===== config.mk =====
export PLATFORM = sky130hd
export DESIGN_NAME = tit_top
export DESIGN_NICKNAME = d
export VERILOG_FILES = /design/src/tit_pkg.sv /design/src/tit_top.sv
export VERILOG_INCLUDE_DIRS = /design/src
export SDC_FILE = /design/constraint.sdc
export NUM_CORES = 1
export LEC_CHECK = 0
export ABC_AREA = 1
export ABC_CLOCK_PERIOD_IN_PS = 7310
export BUFFER_PORTS_ARGS = -buffer_cell sky130_fd_sc_hd__clkbuf_2
export CAP_MARGIN = 30
export CELL_PAD_IN_SITES_DETAIL_PLACEMENT = 0
export CELL_PAD_IN_SITES_GLOBAL_PLACEMENT = 1
export CORE_ASPECT_RATIO = 1.75
export CORE_MARGIN = 1
export CORE_UTILIZATION = 50
export CTS_CLUSTER_SIZE = 20
export DETAILED_ROUTE_END_ITERATION = 8
export GPL_ROUTABILITY_DRIVEN = 0
export PLACE_DENSITY_LB_ADDON = 0.1
export SYNTH_ARGS = -nofsm -noshare
export SYNTH_HDL_FRONTEND = slang
export SYNTH_SLANG_ARGS = --single-unit

===== constraint.sdc =====
create_clock -name clk -period 7.31 [get_ports clk]
set_input_delay 1.462 -clock clk [delete_from_list [all_inputs] [get_ports clk]]
set_output_delay 1.462 -clock clk [all_outputs]
set_load 0.02 [all_outputs]

===== src/tit_defines.svh =====
`ifndef TIT_DEFINES_SVH
`define TIT_DEFINES_SVH

// byte offsets on the i/o port
`define TIT_OFF_GATE_CTRL 5'h10
`define TIT_OFF_CNT0      5'h14
`define TIT_OFF_CNT1      5'h15
`define TIT_OFF_CNT2      5'h16
`define TIT_OFF_CTRL_WORD 5'h17

// gate control register field and reset value
`define TIT_GATE_BIT      1
`define TIT_GATE_OFF_RST  1'b0

// control word fields
`define TIT_CW_SEL_MSB    7
`define TIT_CW_SEL_LSB    6
`define TIT_CW_ORD_MSB    5
`define TIT_CW_ORD_LSB    4
`define TIT_CW_MODE_MSB   3
`define TIT_CW_MODE_LSB   1
`define TIT_CW_BCD_BIT    0
`define TIT_CW_SEL_RB     2'h3
`define TIT_RB_CNT_N_BIT  5
`define TIT_RB_STA_N_BIT  4
`define TIT_RB_PICK_LSB   1

// clock rates in MHz: system clock, counter 0 input, chained pair input
`define TIT_CLK_MHZ       8'h7D
`define TIT_F0_MHZ        8'h0A
`define TIT_F12_MHZ       8'h02

`endif


===== src/tit_pkg.sv =====
package tit_pkg;

    // byte transfer order programmed per counter
    typedef enum logic [1:0] {
        TIT_ORD_LATCH = 2'h0,
        TIT_ORD_LSB   = 2'h1,
        TIT_ORD_MSB   = 2'h2,
        TIT_ORD_BOTH  = 2'h3
    } tit_order_e;

    // effective counting mode after folding the don't-care bit
    typedef enum logic [2:0] {
        TIT_MODE_0 = 3'h0,
        TIT_MODE_1 = 3'h1,
        TIT_MODE_2 = 3'h2,
        TIT_MODE_3 = 3'h3,
        TIT_MODE_4 = 3'h4,
        TIT_MODE_5 = 3'h5
    } tit_mode_e;

endpackage


===== src/tit_top.sv =====
// Function
// RULE_01: three presettable 16-bit down-counters, load values 2 to 65535 by mode.
// RULE_02: each counter divides its input clock by the loaded value.
// RULE_03: counter 0 runs at 10 MHz and drives the tick output.
// RULE_04: gate of counters 1 and 2 is bit 1 at 10h; high stops, resets low.
// RULE_05: counters 1 and 2 form a 32-bit divider at 2 MHz driving conversion trigger.
// RULE_06: counter 1 output clocks counter 2; both share the software gate.
// RULE_07: mode 0 output low after load, high at zero, counts while gate allows.
// RULE_08: mode 1 output low after gate rise, high at zero; retriggers reload.
// RULE_09: mode 2 pulses low one clock every N counts, reloads, stops on gate low.
// RULE_10: mode 3 square wave, decrement by two; odd N gives longer high half.
// RULE_11: mode 4 high output, counts from load, one low pulse at zero, no repeat.
// RULE_12: mode 5 counts after gate rise, low pulse at terminal count, retriggerable.
// RULE_13: counter data ports at 14h to 16h, write-only control word at 17h.
// RULE_14: control bits 7:6 pick counter 0, 1, 2, or 3 for readback.
// RULE_15: control bits 5:4 pick latch, low only, high only, low then high.
// RULE_16: control bits 3:1 pick mode; bit 3 ignored for modes 2 and 3.
// RULE_17: control bit 0 selects binary when clear, decimal counting when set.
// RULE_18: latch copies live count to hold register; reads return held value.
// RULE_19: two-byte order alternates bytes by toggle; host keeps accesses paired.
// RULE_20: readback latches counts and or status on all picked counters at once.
// RULE_21: status byte holds output, null count, order, mode and decimal bit.
// RULE_22: status plus count latch in two-byte order reads status, low, high.
// RULE_23: further latches ignored until hold read; latched status reads first.
`timescale 1ns/1ps
`include "tit_defines.svh"

module tit_top import tit_pkg::*; (
    // clock and reset
    input  wire logic       clk,
    input  wire logic       rst_b,
    // byte i/o port, one-cycle strobes from logic on clk
    input  wire logic [4:0] io_addr,
    input  wire logic       io_wr_en,
    input  wire logic       io_rd_en,
    input  wire logic [7:0] io_wdata,
    output logic      [7:0] io_rdata,
    // board outputs
    output logic            tick_out,
    output logic            conv_trig_out
);

    // decimal-aware decrement by one; a zero count wraps to the top value
    function automatic logic [15:0] tit_dec(input logic [15:0] v, input logic bcd);
        logic [15:0] r;
        logic        b;
        r = v;
        b = 1'b1;
        if (!bcd) begin
            r = v - 16'h0001;
        end else begin
            for (int d = 0; d < 4; d++) begin
                if (b) begin
                    if (r[d*4 +: 4] == 4'h0) begin
                        r[d*4 +: 4] = 4'h9;
                    end else begin
                        r[d*4 +: 4] = r[d*4 +: 4] - 4'h1;
                        b = 1'b0;
                    end
                end
            end
        end
        return r; // see RULE_17
    endfunction
    // fold the don't-care top bit for modes 2 and 3
    function automatic tit_mode_e tit_eff_mode(input logic [2:0] m);
        if (m[1]) begin
            return tit_mode_e'({1'b0, m[1:0]}); // see RULE_16
        end
        return tit_mode_e'(m);
    endfunction
    // fractional rate step: returns {enable, next accumulator}
    function automatic logic [8:0] tit_frac(input logic [7:0] acc, input logic [7:0] f);
        logic [8:0] s;
        s = {1'b0, acc} + {1'b0, f};
        if (s >= {1'b0, `TIT_CLK_MHZ}) begin
            return {1'b1, s[7:0] - `TIT_CLK_MHZ};
        end
        return {1'b0, s[7:0]};
    endfunction
    // rate enables; 125 is no multiple of 10, so the 10 MHz enable jitters
    // by one system clock but keeps the exact average rate
    logic [7:0] acc10_r;
    logic [7:0] acc2_r;
    logic       en10_r;
    logic       en2_r;
    wire  [8:0] frac10_w = tit_frac(acc10_r, `TIT_F0_MHZ);
    wire  [8:0] frac2_w  = tit_frac(acc2_r, `TIT_F12_MHZ);

    always_ff @(posedge clk or negedge rst_b) begin
        if (!rst_b) begin
            acc10_r <= 8'h00;
            acc2_r  <= 8'h00;
            en10_r  <= 1'b0;
            en2_r   <= 1'b0;
        end else begin
            acc10_r <= frac10_w[7:0];
            acc2_r  <= frac2_w[7:0];
            en10_r  <= frac10_w[8]; // see RULE_03
            en2_r   <= frac2_w[8];  // see RULE_05
        end
    end
    // address decode of the i/o port
    wire       hit_gate_w = (io_addr == `TIT_OFF_GATE_CTRL);
    wire       hit_cw_w   = (io_addr == `TIT_OFF_CTRL_WORD);
    wire [2:0] hit_cnt_w  = {io_addr == `TIT_OFF_CNT2,
                             io_addr == `TIT_OFF_CNT1,
                             io_addr == `TIT_OFF_CNT0}; // see RULE_13
    // control word decode
    wire       cw_wr_w  = io_wr_en && hit_cw_w;
    wire [1:0] cw_sel_w = io_wdata[`TIT_CW_SEL_MSB:`TIT_CW_SEL_LSB]; // see RULE_14
    wire       cw_rb_w  = cw_wr_w && (cw_sel_w == `TIT_CW_SEL_RB)
                          && !io_wdata[`TIT_CW_BCD_BIT]; // see RULE_20
    wire [1:0] cw_ord_w = io_wdata[`TIT_CW_ORD_MSB:`TIT_CW_ORD_LSB]; // see RULE_15
    wire [2:0] rb_pick_w = io_wdata[`TIT_RB_PICK_LSB +: 3];
    // gate register; software sets the bit to stop counters 1 and 2
    logic gate_off_r;

    always_ff @(posedge clk or negedge rst_b) begin
        if (!rst_b) begin
            gate_off_r <= `TIT_GATE_OFF_RST;
        end else if (io_wr_en && hit_gate_w) begin
            gate_off_r <= io_wdata[`TIT_GATE_BIT]; // see RULE_04
        end
    end

    // counter clocks and gates; counter 2 steps on each rising edge of counter 1
    logic       out1_d_r;
    wire  [2:0] out_w;
    wire  [2:0] ce_w   = {out_w[1] && !out1_d_r, en2_r, en10_r}; // see RULE_06
    wire  [2:0] gate_w = {!gate_off_r, !gate_off_r, 1'b1};        // see RULE_06
    wire  [7:0] rd_byte_w [3];

    // three identical counters
    for (genvar i = 0; i < 3; i++) begin : g_cnt
        logic [15:0] cnt_r;    // counting element
        logic [15:0] cr_r;     // last written count
        logic [15:0] lat_r;    // hold register
        logic [7:0]  st_r;     // latched status
        logic [2:0]  mode_r;
        tit_order_e  ord_r;
        logic        bcd_r, out_r, null_r;
        logic        pend_r;   // written count waits for the counting element
        logic        wrote_r;  // some count has been written since programming
        logic        run_r, gate_d_r, wtog_r, rtog_r, lat_v_r, st_v_r;
        // per-counter decode
        wire        sel_w   = (cw_sel_w == 2'(i));
        wire        prog_w  = cw_wr_w && sel_w && (cw_ord_w != TIT_ORD_LATCH);
        wire        clat_w  = (cw_wr_w && sel_w && (cw_ord_w == TIT_ORD_LATCH))
                              || (cw_rb_w && rb_pick_w[i]
                                  && !io_wdata[`TIT_RB_CNT_N_BIT]); // see RULE_20
        wire        slat_w  = cw_rb_w && rb_pick_w[i]
                              && !io_wdata[`TIT_RB_STA_N_BIT];       // see RULE_20
        wire        wr_w    = io_wr_en && hit_cnt_w[i];
        wire        rd_w    = io_rd_en && hit_cnt_w[i];
        wire        done_w  = wr_w && (ord_r != TIT_ORD_BOTH || wtog_r);
        wire        ce      = ce_w[i];
        wire        gate    = gate_w[i];
        wire        trig_w  = ce && gate && !gate_d_r && wrote_r;
        tit_mode_e  eff_w;
        wire [15:0] dec1_w  = tit_dec(cnt_r, bcd_r);
        wire [15:0] dec2_w  = tit_dec(dec1_w, bcd_r);
        wire [15:0] src_w   = lat_v_r ? lat_r : cnt_r; // see RULE_18
        wire        hi_w    = (ord_r == TIT_ORD_MSB)
                              || (ord_r == TIT_ORD_BOTH && rtog_r); // see RULE_19

        assign eff_w        = tit_eff_mode(mode_r);
        assign out_w[i]     = out_r;
        // status byte comes first when latched
        assign rd_byte_w[i] = st_v_r ? st_r : (hi_w ? src_w[15:8] : src_w[7:0]); // see RULE_23

        always_ff @(posedge clk or negedge rst_b) begin
            if (!rst_b) begin
                cnt_r    <= 16'h0000;
                cr_r     <= 16'h0000;
                lat_r    <= 16'h0000;
                st_r     <= 8'h00;
                mode_r   <= 3'h0;
                ord_r    <= TIT_ORD_LSB;
                bcd_r    <= 1'b0;
                out_r    <= 1'b1;
                null_r   <= 1'b1;
                pend_r   <= 1'b0;
                wrote_r  <= 1'b0;
                run_r    <= 1'b0;
                gate_d_r <= 1'b0;
                wtog_r   <= 1'b0;
                rtog_r   <= 1'b0;
                lat_v_r  <= 1'b0;
                st_v_r   <= 1'b0;
            end else if (prog_w) begin
                // programming stops the counter until a new count arrives
                mode_r  <= io_wdata[`TIT_CW_MODE_MSB:`TIT_CW_MODE_LSB];
                bcd_r   <= io_wdata[`TIT_CW_BCD_BIT]; // see RULE_17
                ord_r   <= tit_order_e'(cw_ord_w);
                out_r   <= (tit_eff_mode(io_wdata[3:1]) != TIT_MODE_0);
                null_r  <= 1'b1;
                pend_r  <= 1'b0;
                wrote_r <= 1'b0;
                run_r   <= 1'b0;
                wtog_r  <= 1'b0;
                rtog_r  <= 1'b0;
                lat_v_r <= 1'b0;
                st_v_r  <= 1'b0;
            end else begin
                // counting, one step per input clock enable
                if (ce) begin
                    gate_d_r <= gate;
                    case (eff_w)
                        TIT_MODE_0: begin
                            if (pend_r) begin
                                cnt_r  <= cr_r;
                                pend_r <= 1'b0;
                                null_r <= 1'b0;
                                run_r  <= 1'b1;
                                out_r  <= 1'b0;
                            end else if (run_r && gate) begin
                                cnt_r <= dec1_w;
                                if (dec1_w == 16'h0000) out_r <= 1'b1; // see RULE_07
                            end
                        end
                        TIT_MODE_1, TIT_MODE_5: begin
                            if (trig_w) begin
                                cnt_r  <= cr_r; // see RULE_08
                                pend_r <= 1'b0;
                                null_r <= 1'b0;
                                run_r  <= 1'b1;
                                out_r  <= (eff_w == TIT_MODE_5);
                            end else if (eff_w == TIT_MODE_5 && !out_r) begin
                                out_r <= 1'b1; // see RULE_12
                            end else if (run_r) begin
                                cnt_r <= dec1_w;
                                if (dec1_w == 16'h0000) begin
                                    out_r <= (eff_w == TIT_MODE_1); // see RULE_12
                                    run_r <= 1'b0;
                                end
                            end
                        end
                        TIT_MODE_4: begin
                            if (pend_r) begin
                                cnt_r  <= cr_r;
                                pend_r <= 1'b0;
                                null_r <= 1'b0;
                                run_r  <= 1'b1;
                                out_r  <= 1'b1;
                            end else if (!out_r) begin
                                out_r <= 1'b1; // one input period low only
                            end else if (run_r && gate) begin
                                cnt_r <= dec1_w;
                                if (dec1_w == 16'h0000) begin
                                    out_r <= 1'b0; // see RULE_11
                                    run_r <= 1'b0;
                                end
                            end
                        end
                        TIT_MODE_2: begin
                            if (!gate) begin
                                out_r <= 1'b1; // see RULE_09
                            end else if ((pend_r && !run_r) || trig_w || (run_r
                                         && cnt_r == 16'h0001)) begin
                                cnt_r  <= cr_r; // see RULE_09
                                pend_r <= 1'b0;
                                null_r <= 1'b0;
                                run_r  <= 1'b1;
                                out_r  <= 1'b1;
                            end else if (run_r) begin
                                cnt_r <= dec1_w; // see RULE_02
                                out_r <= (dec1_w != 16'h0001);
                            end
                        end
                        TIT_MODE_3: begin
                            if (!gate) begin
                                out_r <= 1'b1;
                            end else if ((pend_r && !run_r) || trig_w) begin
                                cnt_r  <= cr_r;
                                pend_r <= 1'b0;
                                null_r <= 1'b0;
                                run_r  <= 1'b1;
                                out_r  <= 1'b1;
                            end else if (run_r && (cnt_r == 16'h0001
                                         || cnt_r == 16'h0002)) begin
                                // odd count: high half from N, low half from N-1
                                out_r  <= !out_r; // see RULE_10
                                cnt_r  <= out_r ? {cr_r[15:1], 1'b0} : cr_r;
                                pend_r <= 1'b0;
                                null_r <= 1'b0;
                            end else if (run_r) begin
                                cnt_r <= dec2_w; // see RULE_10
                            end
                        end
                        default: begin
                            run_r <= 1'b0;
                        end
                    endcase
                end
                // count writes come last so a write never loses to a reload
                if (wr_w) begin
                    case (ord_r)
                        TIT_ORD_MSB: cr_r[15:8] <= io_wdata;
                        TIT_ORD_BOTH: begin
                            if (wtog_r) begin
                                cr_r[15:8] <= io_wdata;
                            end else begin
                                cr_r[7:0] <= io_wdata;
                            end
                            wtog_r <= !wtog_r; // see RULE_19
                        end
                        default: cr_r <= {8'h00, io_wdata}; // see RULE_01
                    endcase
                    if (ord_r == TIT_ORD_MSB) cr_r[7:0] <= 8'h00;
                end
                if (done_w) begin
                    pend_r  <= 1'b1;
                    wrote_r <= 1'b1;
                    null_r  <= 1'b1; // see RULE_21
                    if (eff_w == TIT_MODE_0) begin
                        out_r <= 1'b0; // see RULE_07
                        run_r <= 1'b0;
                    end
                end
                // latch commands are ignored while a hold is unread
                if (clat_w && !lat_v_r) begin
                    lat_r   <= cnt_r; // see RULE_18
                    lat_v_r <= 1'b1;  // see RULE_23
                end
                if (slat_w && !st_v_r) begin
                    st_r   <= {out_r, null_r, ord_r, mode_r, bcd_r}; // see RULE_21
                    st_v_r <= 1'b1;
                end
                // reads consume status first, then the count bytes
                if (rd_w) begin
                    if (st_v_r) begin
                        st_v_r <= 1'b0; // see RULE_22
                    end else if (ord_r == TIT_ORD_BOTH && !rtog_r) begin
                        rtog_r <= 1'b1; // see RULE_19
                    end else begin
                        rtog_r  <= 1'b0;
                        lat_v_r <= 1'b0; // see RULE_22
                    end
                end
            end
        end
    end

    // read data mux; the control word reads as zero
    wire [7:0] rd_mux_w = hit_cnt_w[0] ? rd_byte_w[0] :
                          hit_cnt_w[1] ? rd_byte_w[1] :
                          hit_cnt_w[2] ? rd_byte_w[2] :
                          hit_gate_w   ? {6'h00, gate_off_r, 1'b0} : 8'h00;

    always_ff @(posedge clk or negedge rst_b) begin
        if (!rst_b) begin
            io_rdata <= 8'h00;
            out1_d_r <= 1'b1; // matches idle high output, so no false edge
        end else begin
            out1_d_r <= out_w[1];
            if (io_rd_en) begin
                io_rdata <= rd_mux_w;
            end
        end
    end

    // board outputs straight from the counter output flops
    assign tick_out      = out_w[0]; // see RULE_03
    assign conv_trig_out = out_w[2]; // see RULE_05

endmodule


==> results of run 1 <==
worst paths after layout:
kind	startpoint	to	slack, ns	cells after the start
min	g_cnt[2].st_r[4]	g_cnt[2].st_r[4]	0.49	2
min reg2reg	g_cnt[2].st_r[4]	g_cnt[2].st_r[4]	0.49	2
max reg2reg	g_cnt[1].cnt_r[0]	g_cnt[1].out_r	3.32	20
min in group asynchronous	rst_b	g_cnt[1].cnt_r[10]	0.95	1
max in group asynchronous	rst_b	g_cnt[0].cnt_r[6]	5.02	2
max	g_cnt[1].cnt_r[0]	g_cnt[1].out_r	3.32	20
through the flow:
stage	hold WS (ns)	setup slack [ns]	utilization [%]	cells	total power, mW
final	0.487	3.32	54.6	3367	6.02
after global routing	0.502	3.03	54.6	3366	6.37
after CTS	0.486	3.45	54.5	3364	5.96
after detailed placement	0.471	2.85	52.1	3316	4.53
after global placement	0.465	2.97	52.1	3316	4.48
after floorplan	0.383	4.17	-	2892	3.69
power groups by stage:
stage                     logic, mW  registers [mW]  clock network, mW
after global placement         2.57            1.91                  0
after global routing           2.96            1.93               1.48
after floorplan                1.94            1.75                  0
final                          2.69            1.91               1.42
after detailed placement       2.61            1.92                  0
after CTS                      2.63            1.90               1.44
cells in the mapped netlist (3+ instances only):
cell	instances	area share [%]
nand2_1	777	15
inv_1	327	6.4
o21ai_0	309	8.1
dfrtp_1	234	31
nand3_1	232	6.1
nor2_1	222	4.4
a21oi_1	170	4.4
clkbuf_1	75	1.5
o211ai_1	58	2.3
ha_1	54	3.5
xor2_1	36	1.6
o22ai_1	32	1.0
nand2_2	29	0.95
nand4_1	25	0.82
nor3_1	25	0.65
inv_2	22	0.43
nor2_2	21	0.69
o21ai_1	20	0.52
nor2_4	17	1.0
buf_2	16	0.42
a211oi_1	15	0.59
a31oi_1	12	0.39
nand3_2	11	0.58
a21boi_1	10	0.39
clkinv_1	10	0.20
dfstp_2	10	1.4
nand2_4	10	0.59
o31ai_1	10	0.39
a22oi_1	9	0.35
buf_1	7	0.14
nand3b_1	7	0.27
nor4_1	6	0.20
o2111ai_1	6	0.27
nor2_8	5	0.52
o22a_1	5	0.23
xnor2_1	5	0.23
a311oi_1	4	0.18
nand3_4	4	0.37
nor3_2	4	0.21
o21ai_2	4	0.18
o21bai_1	4	0.16
o221ai_1	3	0.14
o32ai_1	3	0.14
or2_2	3	0.098
metal layers:
layer  GRT usage [%]  share of wire, %  vias to the layer above
met5               0             0.075                        -
met4            31.7               9.3                        8
met3            8.60               7.3                      330
met2            66.8                49                      830
met1            39.4                34                     9607
li1                -                 -                     9507
logic make-up (layout without fill, tap and decap cells):
kind of cell               after synthesis  in the layout  synth area share (%)
AOI/OAI and AO/OA                      685            685                  20.3
xor gates and xnor gates                41             41                  1.88
adders and majority gates               54             54                  3.53
buffers and inverters                  462            456                  9.26
DFF                                    244            244                  32.0
muxes                                    3              3                 0.163
other                                    0              1                     0
and+or+nand+nor                       1403           1403                  32.9
cell type report:
cell class / count / area [sq um] / area share, %
diodes: 1 / 2.50 / 0.0122
clock buffers: 34 / 732 / 3.56
clock inverters: 14 / 163 / 0.792
inverters: 361 / 1360 / 6.63
multi-input cells: 2186 / 11200 / 54.8
flip-flops and latches: 244 / 6120 / 29.8
well taps: 480 / 601 / 2.92
repair buffers: 47 / 310 / 1.51
flip-flops by register name, indices dropped and copies added, names as in the netlist, 3 cells and up:
register / flops
acc2_r: 8
g_cnt.lat_r: 48
g_cnt.run_r: 3
g_cnt.st_r: 24
io_rdata: 8
g_cnt.lat_v_r: 3
g_cnt.null_r: 3
g_cnt.cnt_r: 48
g_cnt.st_v_r: 3
g_cnt.bcd_r: 3
g_cnt.mode_r: 9
g_cnt.ord_r: 6
g_cnt.rtog_r: 3
g_cnt.cr_r: 48
g_cnt.pend_r: 3
g_cnt.wtog_r: 3
g_cnt.wrote_r: 3
acc10_r: 8
g_cnt.gate_d_r: 3
worst max-delay path, delay by kind of cell, from the launching register on:
kind | cells | cell delay, ns
fa+ha+maj | 2 | 0.57
buf+inv | 2 | 0.51
flops | 1 | 0.53
simple gates | 16 | 2.31
==> results.ini, run 1 <==
[timing]
slew_headroom_pct=29.2
min_period_over_period_pct=54.5
fmax_ghz=0.251
fin_setup_tns_ns=0
finalCriticalPeriod_ns=3.99
clock_skew_ns=0.0154
drv_slew=0
final_hold_viol_count=0
tightestPinTransition_ns=1.06
rsz0062_at_grt=false
finalSetupViolCount=0

[logic_synthesis]
synth_cell_type_count=64
synth_area_sq_mm=0.0191
syn_nets=2963
yosys_warnings=0
postSynth.asyncResetShare_pct=100
synth_top_flop_cell=dfrtp_1
synth_edf_count=0
syn_inst=2892
syn_area_per_cell_sq_um=6.62
ys_seq_elements=244
seq_area_frac_synth_pct=32.0

[floorplanning]
initial_core_util_pct=50.9
coreArea_sq_mm=0.0376
rows=94
die_w_um=150
die_y_um=261
die_area_sq_mm=0.0391
io_pins=27

[finish]
areaGrowthSynthToFinish_pct=7.30
fillers=3841
drive_above_1_share_pct=8.32
fin_nets=2937
final_area_sq_mm=0.0205
final_cell_mix=nand2_1 (777), inv_1 (327), o21ai_0 (309)
final_common_cell=nand2_1

[setup_path]
critPathKind=flop to flop
crit_fanout=7
path_cells=inv_1 -> ha_1 -> nand2_2 -> nor2_4 -> nand2_2 -> nand2_1 -> nand2_1 -> inv_1 -> ha_1 -> nand2_1 -> nor2_2 -> nand3_1 -> nand2_1 -> nand2_1 -> nand2_1 -> nand3_1 -> nor2_1 -> nand2_1 -> nand2_1 -> nand2_1
slowest_stage=nor2_2
cp.required_ns=7.81
arrival_ns=4.48
max_stage_delay_ns=0.62
crit_top_cell=nand2_1
cp-start-kind=flop
worst_setup_path_end_kind=flop

[power]
leakage_nw=9.98
vdd_drop_max_v=0.000195
power.internal_mw=3.16
p_switching_mw=2.86
p_per_area_mw_per_mm2=293
p_comb_share_pct=44.6
pwr-share-seq_pct=31.8
p_clk_share_pct=23.6
sw_frac_of_total_pct=47.5

[detailed_routing]
firstDrtPassIters=6
wirelength_um=74900
ant_nets=0
drtIter0Drc=1552
via_per_inst=6.02
num_vias=20282
wire_per_inst_um=22.2
drc=0

[grt]
grt_overflow=0
grt.total_usage_pct=38.6
grt_pass1_vias=19162
grt_start_max_net_pins=125
antenna_found_initial=7
grt_pass1_wl_um=112000

[cts]
numCtsBuffers=26
ctsRootBufferMaster=clkbuf_16
ctsHoldBuffers=0
htree_levels=1
clk_latency_ns=0.56
cts.clk_slew.worst_paths_ns=0.07
cts_setup_buffers=0
cts_resized=0
cts_sinks=244
cts_tree=yes
cts.path.max_buffers=3

[outcome]
status=finished, final reports clean

[placement]
port-buffer-count=26
placed_area_sq_mm=0.0196
dp_hpwl_um=54700

[min_path]
hp-class=flop to flop

[run]
cap_viol_max_count=0

Power figures use the tool's default switching activity.
==> inputs of run 2 (changes only) <==
--- a/config.mk
+++ b/config.mk
@@ -7,14 +7,14 @@
 export NUM_CORES = 1
 export LEC_CHECK = 0
 export ABC_AREA = 1
-export ABC_CLOCK_PERIOD_IN_PS = 7310
+export ABC_CLOCK_PERIOD_IN_PS = 3900
 export BUFFER_PORTS_ARGS = -buffer_cell sky130_fd_sc_hd__clkbuf_2
 export CAP_MARGIN = 30
 export CELL_PAD_IN_SITES_DETAIL_PLACEMENT = 0
 export CELL_PAD_IN_SITES_GLOBAL_PLACEMENT = 1
 export CORE_ASPECT_RATIO = 1.75
 export CORE_MARGIN = 1
-export CORE_UTILIZATION = 50
+export CORE_UTILIZATION = 47
 export CTS_CLUSTER_SIZE = 20
 export DETAILED_ROUTE_END_ITERATION = 8
 export GPL_ROUTABILITY_DRIVEN = 0
==> constraint.sdc (replaced) <==
create_clock -name clk -period 3.9 [get_ports clk]
set_input_delay 0.78 -clock clk [delete_from_list [all_inputs] [get_ports clk]]
set_output_delay 0.78 -clock clk [all_outputs]
set_load 0.02 [all_outputs]
==> results.ini, run 2 (same netlist as run 1, synthesis figures left out) <==
[outcome]
status=finished, final reports clean

[setup_path]
critPathTopFamily=simple AND/OR/NAND/NOR gates
crit_fanout=3
worst_setup_path_end_kind=flop
worst-path-buf-inv=0
cp-start-kind=flop
arrival_ns=4.18
path_cells=nor2_1 -> nand2_1 -> nor3b_1 -> nand2_1 -> nand2_1 -> nand2_1 -> a21oi_1 -> nor3_1 -> nor2_1 -> o21ai_0 -> a31oi_1
crit_top_cell=nand2_1
cp.required_ns=4.35
max_stage_delay_ns=0.61
critPathKind=flop to flop
slowest_stage=nor2_1

[finish]
fillers=4117
drive_above_1_share_pct=9.42
final_common_cell=nand2_1
stdcell_count=3415
insertedDiodeCount=0
fin_nets=2972
reg_top3=g_cnt.cnt_r (48), g_cnt.cr_r (48), g_cnt.lat_r (48)
final_area_sq_mm=0.0208
final_cell_mix=nand2_1 (777), inv_1 (327), o21ai_0 (309)
areaGrowthSynthToFinish_pct=8.77

[timing]
clock_skew_ns=0.0181
finalSetupViolCount=0
finalCriticalPeriod_ns=3.73
min_period_over_period_pct=95.5
slew_headroom_pct=40.3
tightestPinTransition_ns=0.895
fmax_ghz=0.268
drv_slew=0
final_hold_viol_count=0
rsz0062_at_grt=false
fin_setup_tns_ns=0

[floorplanning]
die_w_um=155
die_y_um=269
die_area_sq_mm=0.0416
rows=97
coreArea_sq_mm=0.0401
io_pins=27
initial_core_util_pct=47.8

[cts]
cts_setup_buffers=0
clk_latency_ns=0.57
cts_resized=0
cts_sinks=244
ctsRootBufferMaster=clkbuf_16
numCtsBuffers=26
htree_levels=1
cts.path.max_buffers=3
cts_tree=yes
ctsHoldBuffers=0
cts.clk_slew.worst_paths_ns=0.07

[grt]
grt.total_usage_pct=35.1
grt_pass1_wl_um=111000
grt_start_max_net_pins=95
antenna_found_initial=2
grt_overflow=0
grt_pass1_vias=19805

[detailed_routing]
via_per_inst=5.90
ant_nets=0
drtIter0Drc=1542
drc=0
wirelength_um=72700
wire_per_inst_um=21.3
num_vias=20146
firstDrtPassIters=6

[run]
cap_viol_max_count=0

[placement]
port-buffer-count=26
dp_hpwl_um=55600
dp.cells=3368
placed_area_sq_mm=0.0199

[power]
vdd_drop_max_v=0.000300
leakage_nw=10.1
p_per_area_mw_per_mm2=540

[min_path]
hp-class=input pin to asynchronous set/reset pin

## run 2: through the flow
stage / hold WS (ns) / power [mW] / setup WS (ns) / utilization [%]
2_1_floorplan: 0.383 / 6.91 / 1.01 / -
3_3_place_gp: 0.453 / 8.49 / 0.641 / 49.8
3_5_place_dp: 0.453 / 8.52 / 0.605 / 49.8
4_1_cts: 0.258 / 11.2 / 0.593 / 52.0
5_1_grt: 0.285 / 11.9 / 0.0648 / 52.0
6_report: 0.219 / 11.2 / 0.175 / 52.0
## run 2: worst paths after layout
kind	start	to	slack, ns	depth (start not counted)
max	g_cnt[1].cnt_r[11]	g_cnt[1].cnt_r[0]	0.17	11
min	rst_b	g_cnt[2].gate_d_r	0.22	1
max reg2reg	g_cnt[1].cnt_r[11]	g_cnt[1].cnt_r[0]	0.17	11
min reg2reg	g_cnt[1].out_r	out1_d_r	0.46	0
max in group asynchronous	rst_b	g_cnt[1].lat_r[13]	2.77	2
min in group clk	g_cnt[1].out_r	out1_d_r	0.46	0
## run 2: layout make-up
cell class                 instances  area (sq um)  share of cell area (%)
tap                              495           619                    2.97
clock inverter                    12           129                   0.619
multi-input combinational       2186         11200                    54.0
timing repair buffer              82           586                    2.81
clock buffer                      35           756                    3.63
inverter                         361          1360                    6.54
sequential                       244          6120                    29.4
## run 2: routing by layer
metal | track usage (%) | vias to the layer above | share of wire [%]
met5 | 0 | - | 0.044
met4 | 28.4 | 4 | 9.1
met3 | 5.19 | 286 | 5.3
met2 | 63.5 | 718 | 50
met1 | 36.1 | 9553 | 35
li1 | - | 9585 | -
## run 2: where the power goes
group	internal [mW]	switching [mW]
clock	1.50	1.15
sequential	2.94	0.598
combinational	1.52	3.53
## run 2: worst register-to-register path: cells and delay by family (launching register included)
family             cells  cell delay [ns]
AOI/OAI and AO/OA      3             0.70
and+or+nand+nor        8             2.50
DFF                    1             0.41
==> inputs of run 3 (changes only) <==
--- a/config.mk
+++ b/config.mk
@@ -18,6 +18,7 @@
 export CTS_CLUSTER_SIZE = 20
 export DETAILED_ROUTE_END_ITERATION = 8
 export GPL_ROUTABILITY_DRIVEN = 0
+export GPL_TIMING_DRIVEN = 0
 export PLACE_DENSITY_LB_ADDON = 0.1
 export SYNTH_ARGS = -nofsm -noshare
 export SYNTH_HDL_FRONTEND = slang
==> results.ini, run 3 (same netlist as run 1, synthesis figures left out) <==
[floorplanning]
io_pins=27
coreArea_sq_mm=0.0401
initial_core_util_pct=47.8
die_y_um=269
die_w_um=155
rows=97
die_area_sq_mm=0.0416

[timing]
clock_skew_ns=0.0197
min_period_over_period_pct=95.7
final_hold_viol_count=0
drv_slew=0
finalCriticalPeriod_ns=3.73
tightestPinTransition_ns=1.03
slew_headroom_pct=30.7
finalSetupViolCount=0
fmax_ghz=0.268

[cts]
numCtsBuffers=26
cts.path.max_buffers=3
cts.clk_slew.worst_paths_ns=0.07
clk_latency_ns=0.57
htree_levels=1
ctsRootBufferMaster=clkbuf_16
cts_sinks=244
cts_tree=yes

[grt]
grt_pass1_wl_um=119000
grt.total_usage_pct=37.9
grt_start_max_net_pins=99
grt_pass1_vias=20274
grt_overflow=0
antenna_found_initial=4

[detailed_routing]
drc=0
wirelength_um=78400
drtIter0Drc=1818
wire_per_inst_um=22.6
via_per_inst=6.00
firstDrtPassIters=6
ant_nets=0
num_vias=20800

[finish]
drive_above_1_share_pct=8.48
final_cell_mix=nand2_1 (775), inv_1 (325), o21ai_0 (309)
insertedDiodeCount=0
areaGrowthSynthToFinish_pct=9.41
final_common_cell=nand2_1
reg_top3=g_cnt.cnt_r (48), g_cnt.cr_r (48), g_cnt.lat_r (48)
final_core_util_pct=52.3
final_area_sq_mm=0.0209
fin_nets=3022

[placement]
placed_area_sq_mm=0.0199
dp_hpwl_um=58900
port-buffer-count=22

[setup_path]
cp-start-kind=flop
critPathKind=flop to flop
worst_setup_path_end_kind=flop
crit_fanout=7
arrival_ns=4.22
cp.required_ns=4.38

[power]
leakage_nw=10.1
p_per_area_mw_per_mm2=550
vdd_drop_max_v=0.000378

[outcome]
status=finished, final reports clean

[min_path]
hp-class=input pin to asynchronous set/reset pin

[run]
cap_viol_max_count=0

[run 3: cell types whose count changed in the layout (fill, tap and decap cells not counted), sizes merged]
cell / change
buf: -23
bufinv: +2
clkbuf: +70
clkinv: +1
clkinvlp: +5
inv: -4
[run 3: repair_timing]
action / CTS / global route
resized for setup: 0 / 8
setup buffers: 0 / 5
setup endpoints to repair: 0 / 16
hold buffers: 0 / 0
[run 3: path summary, 6_finish.rpt]
check / start / end / slack [ns] / cells after the start
worst max-delay path: g_cnt[1].cnt_r[0] / g_cnt[1].out_r / 0.17 / 21
worst min-delay path: rst_b / g_cnt[1].run_r / 0.16 / 1
worst max register to register: g_cnt[1].cnt_r[0] / g_cnt[1].out_r / 0.17 / 21
worst min register to register: g_cnt[2].lat_r[13] / g_cnt[2].lat_r[13] / 0.49 / 2
max in group asynchronous: rst_b / g_cnt[1].lat_r[15] / 2.30 / 3
min in group clk: g_cnt[2].lat_r[13] / g_cnt[2].lat_r[13] / 0.49 / 2
[run 3: layout make-up]
| type | count | area (sq um) |
|---|---|---|
| fill | 4121 | 19100 |
| multi-input combinational | 2186 | 11300 |
| sequential | 244 | 6120 |
| inverter | 361 | 1370 |
| clock buffer | 32 | 714 |
| tap | 495 | 619 |
| buffer | 101 | 412 |
| timing repair buffer | 31 | 226 |
| clock inverter | 16 | 206 |
[run 3: critical path, stage by stage (launching register included)]
cell	delay, ns
dfrtp_2	0.56
clkinvlp_4	0.13
buf_4	0.20
ha_2	0.34
nand2_2	0.13
nor2_4	0.19
nand2_2	0.16
nand2_1	0.09
nand2_1	0.26
inv_1	0.27
ha_1	0.21
nand2_1	0.11
nor2_4	0.30
nand2_4	0.11
nor2_4	0.11
nand2_1	0.06
nand2_1	0.07
nand3_1	0.06
nor2_1	0.09
nand2_1	0.06
nand2_1	0.07
nand2_1	0.06
[run 3: where the power goes]
group	total, mW	internal [mW]	switching [mW]
sequential	3.40	2.94	0.455
combinational	5.38	1.51	3.87
clock	2.75	1.58	1.17
total	11.5	6.03	5.50
[run 3: per-layer routing]
metal | vias to the layer above | share of wire [%] | GRT usage, %
li1 | 9688 | - | -
met1 | 9819 | 34 | 38.0
met2 | 928 | 49 | 66.7
met3 | 361 | 7.2 | 7.96
met4 | 4 | 10 | 33.2
met5 | - | 0.032 | 0
[run 3: metrics by stage]
stage	std cells	total power [mW]	hold WS, ns	setup TNS (ns)	worst slack (ns)
CTS	3460	11.4	0.183	0	0.0159
detailed placement	3412	8.61	0.474	0	0.0276
finish	3466	11.5	0.165	0	0.169
global route	3466	12.2	0.202	-0.119	-0.0462
floorplan	2892	6.91	0.383	0	1.01
global placement	3409	8.53	0.468	-762.39	-3.25
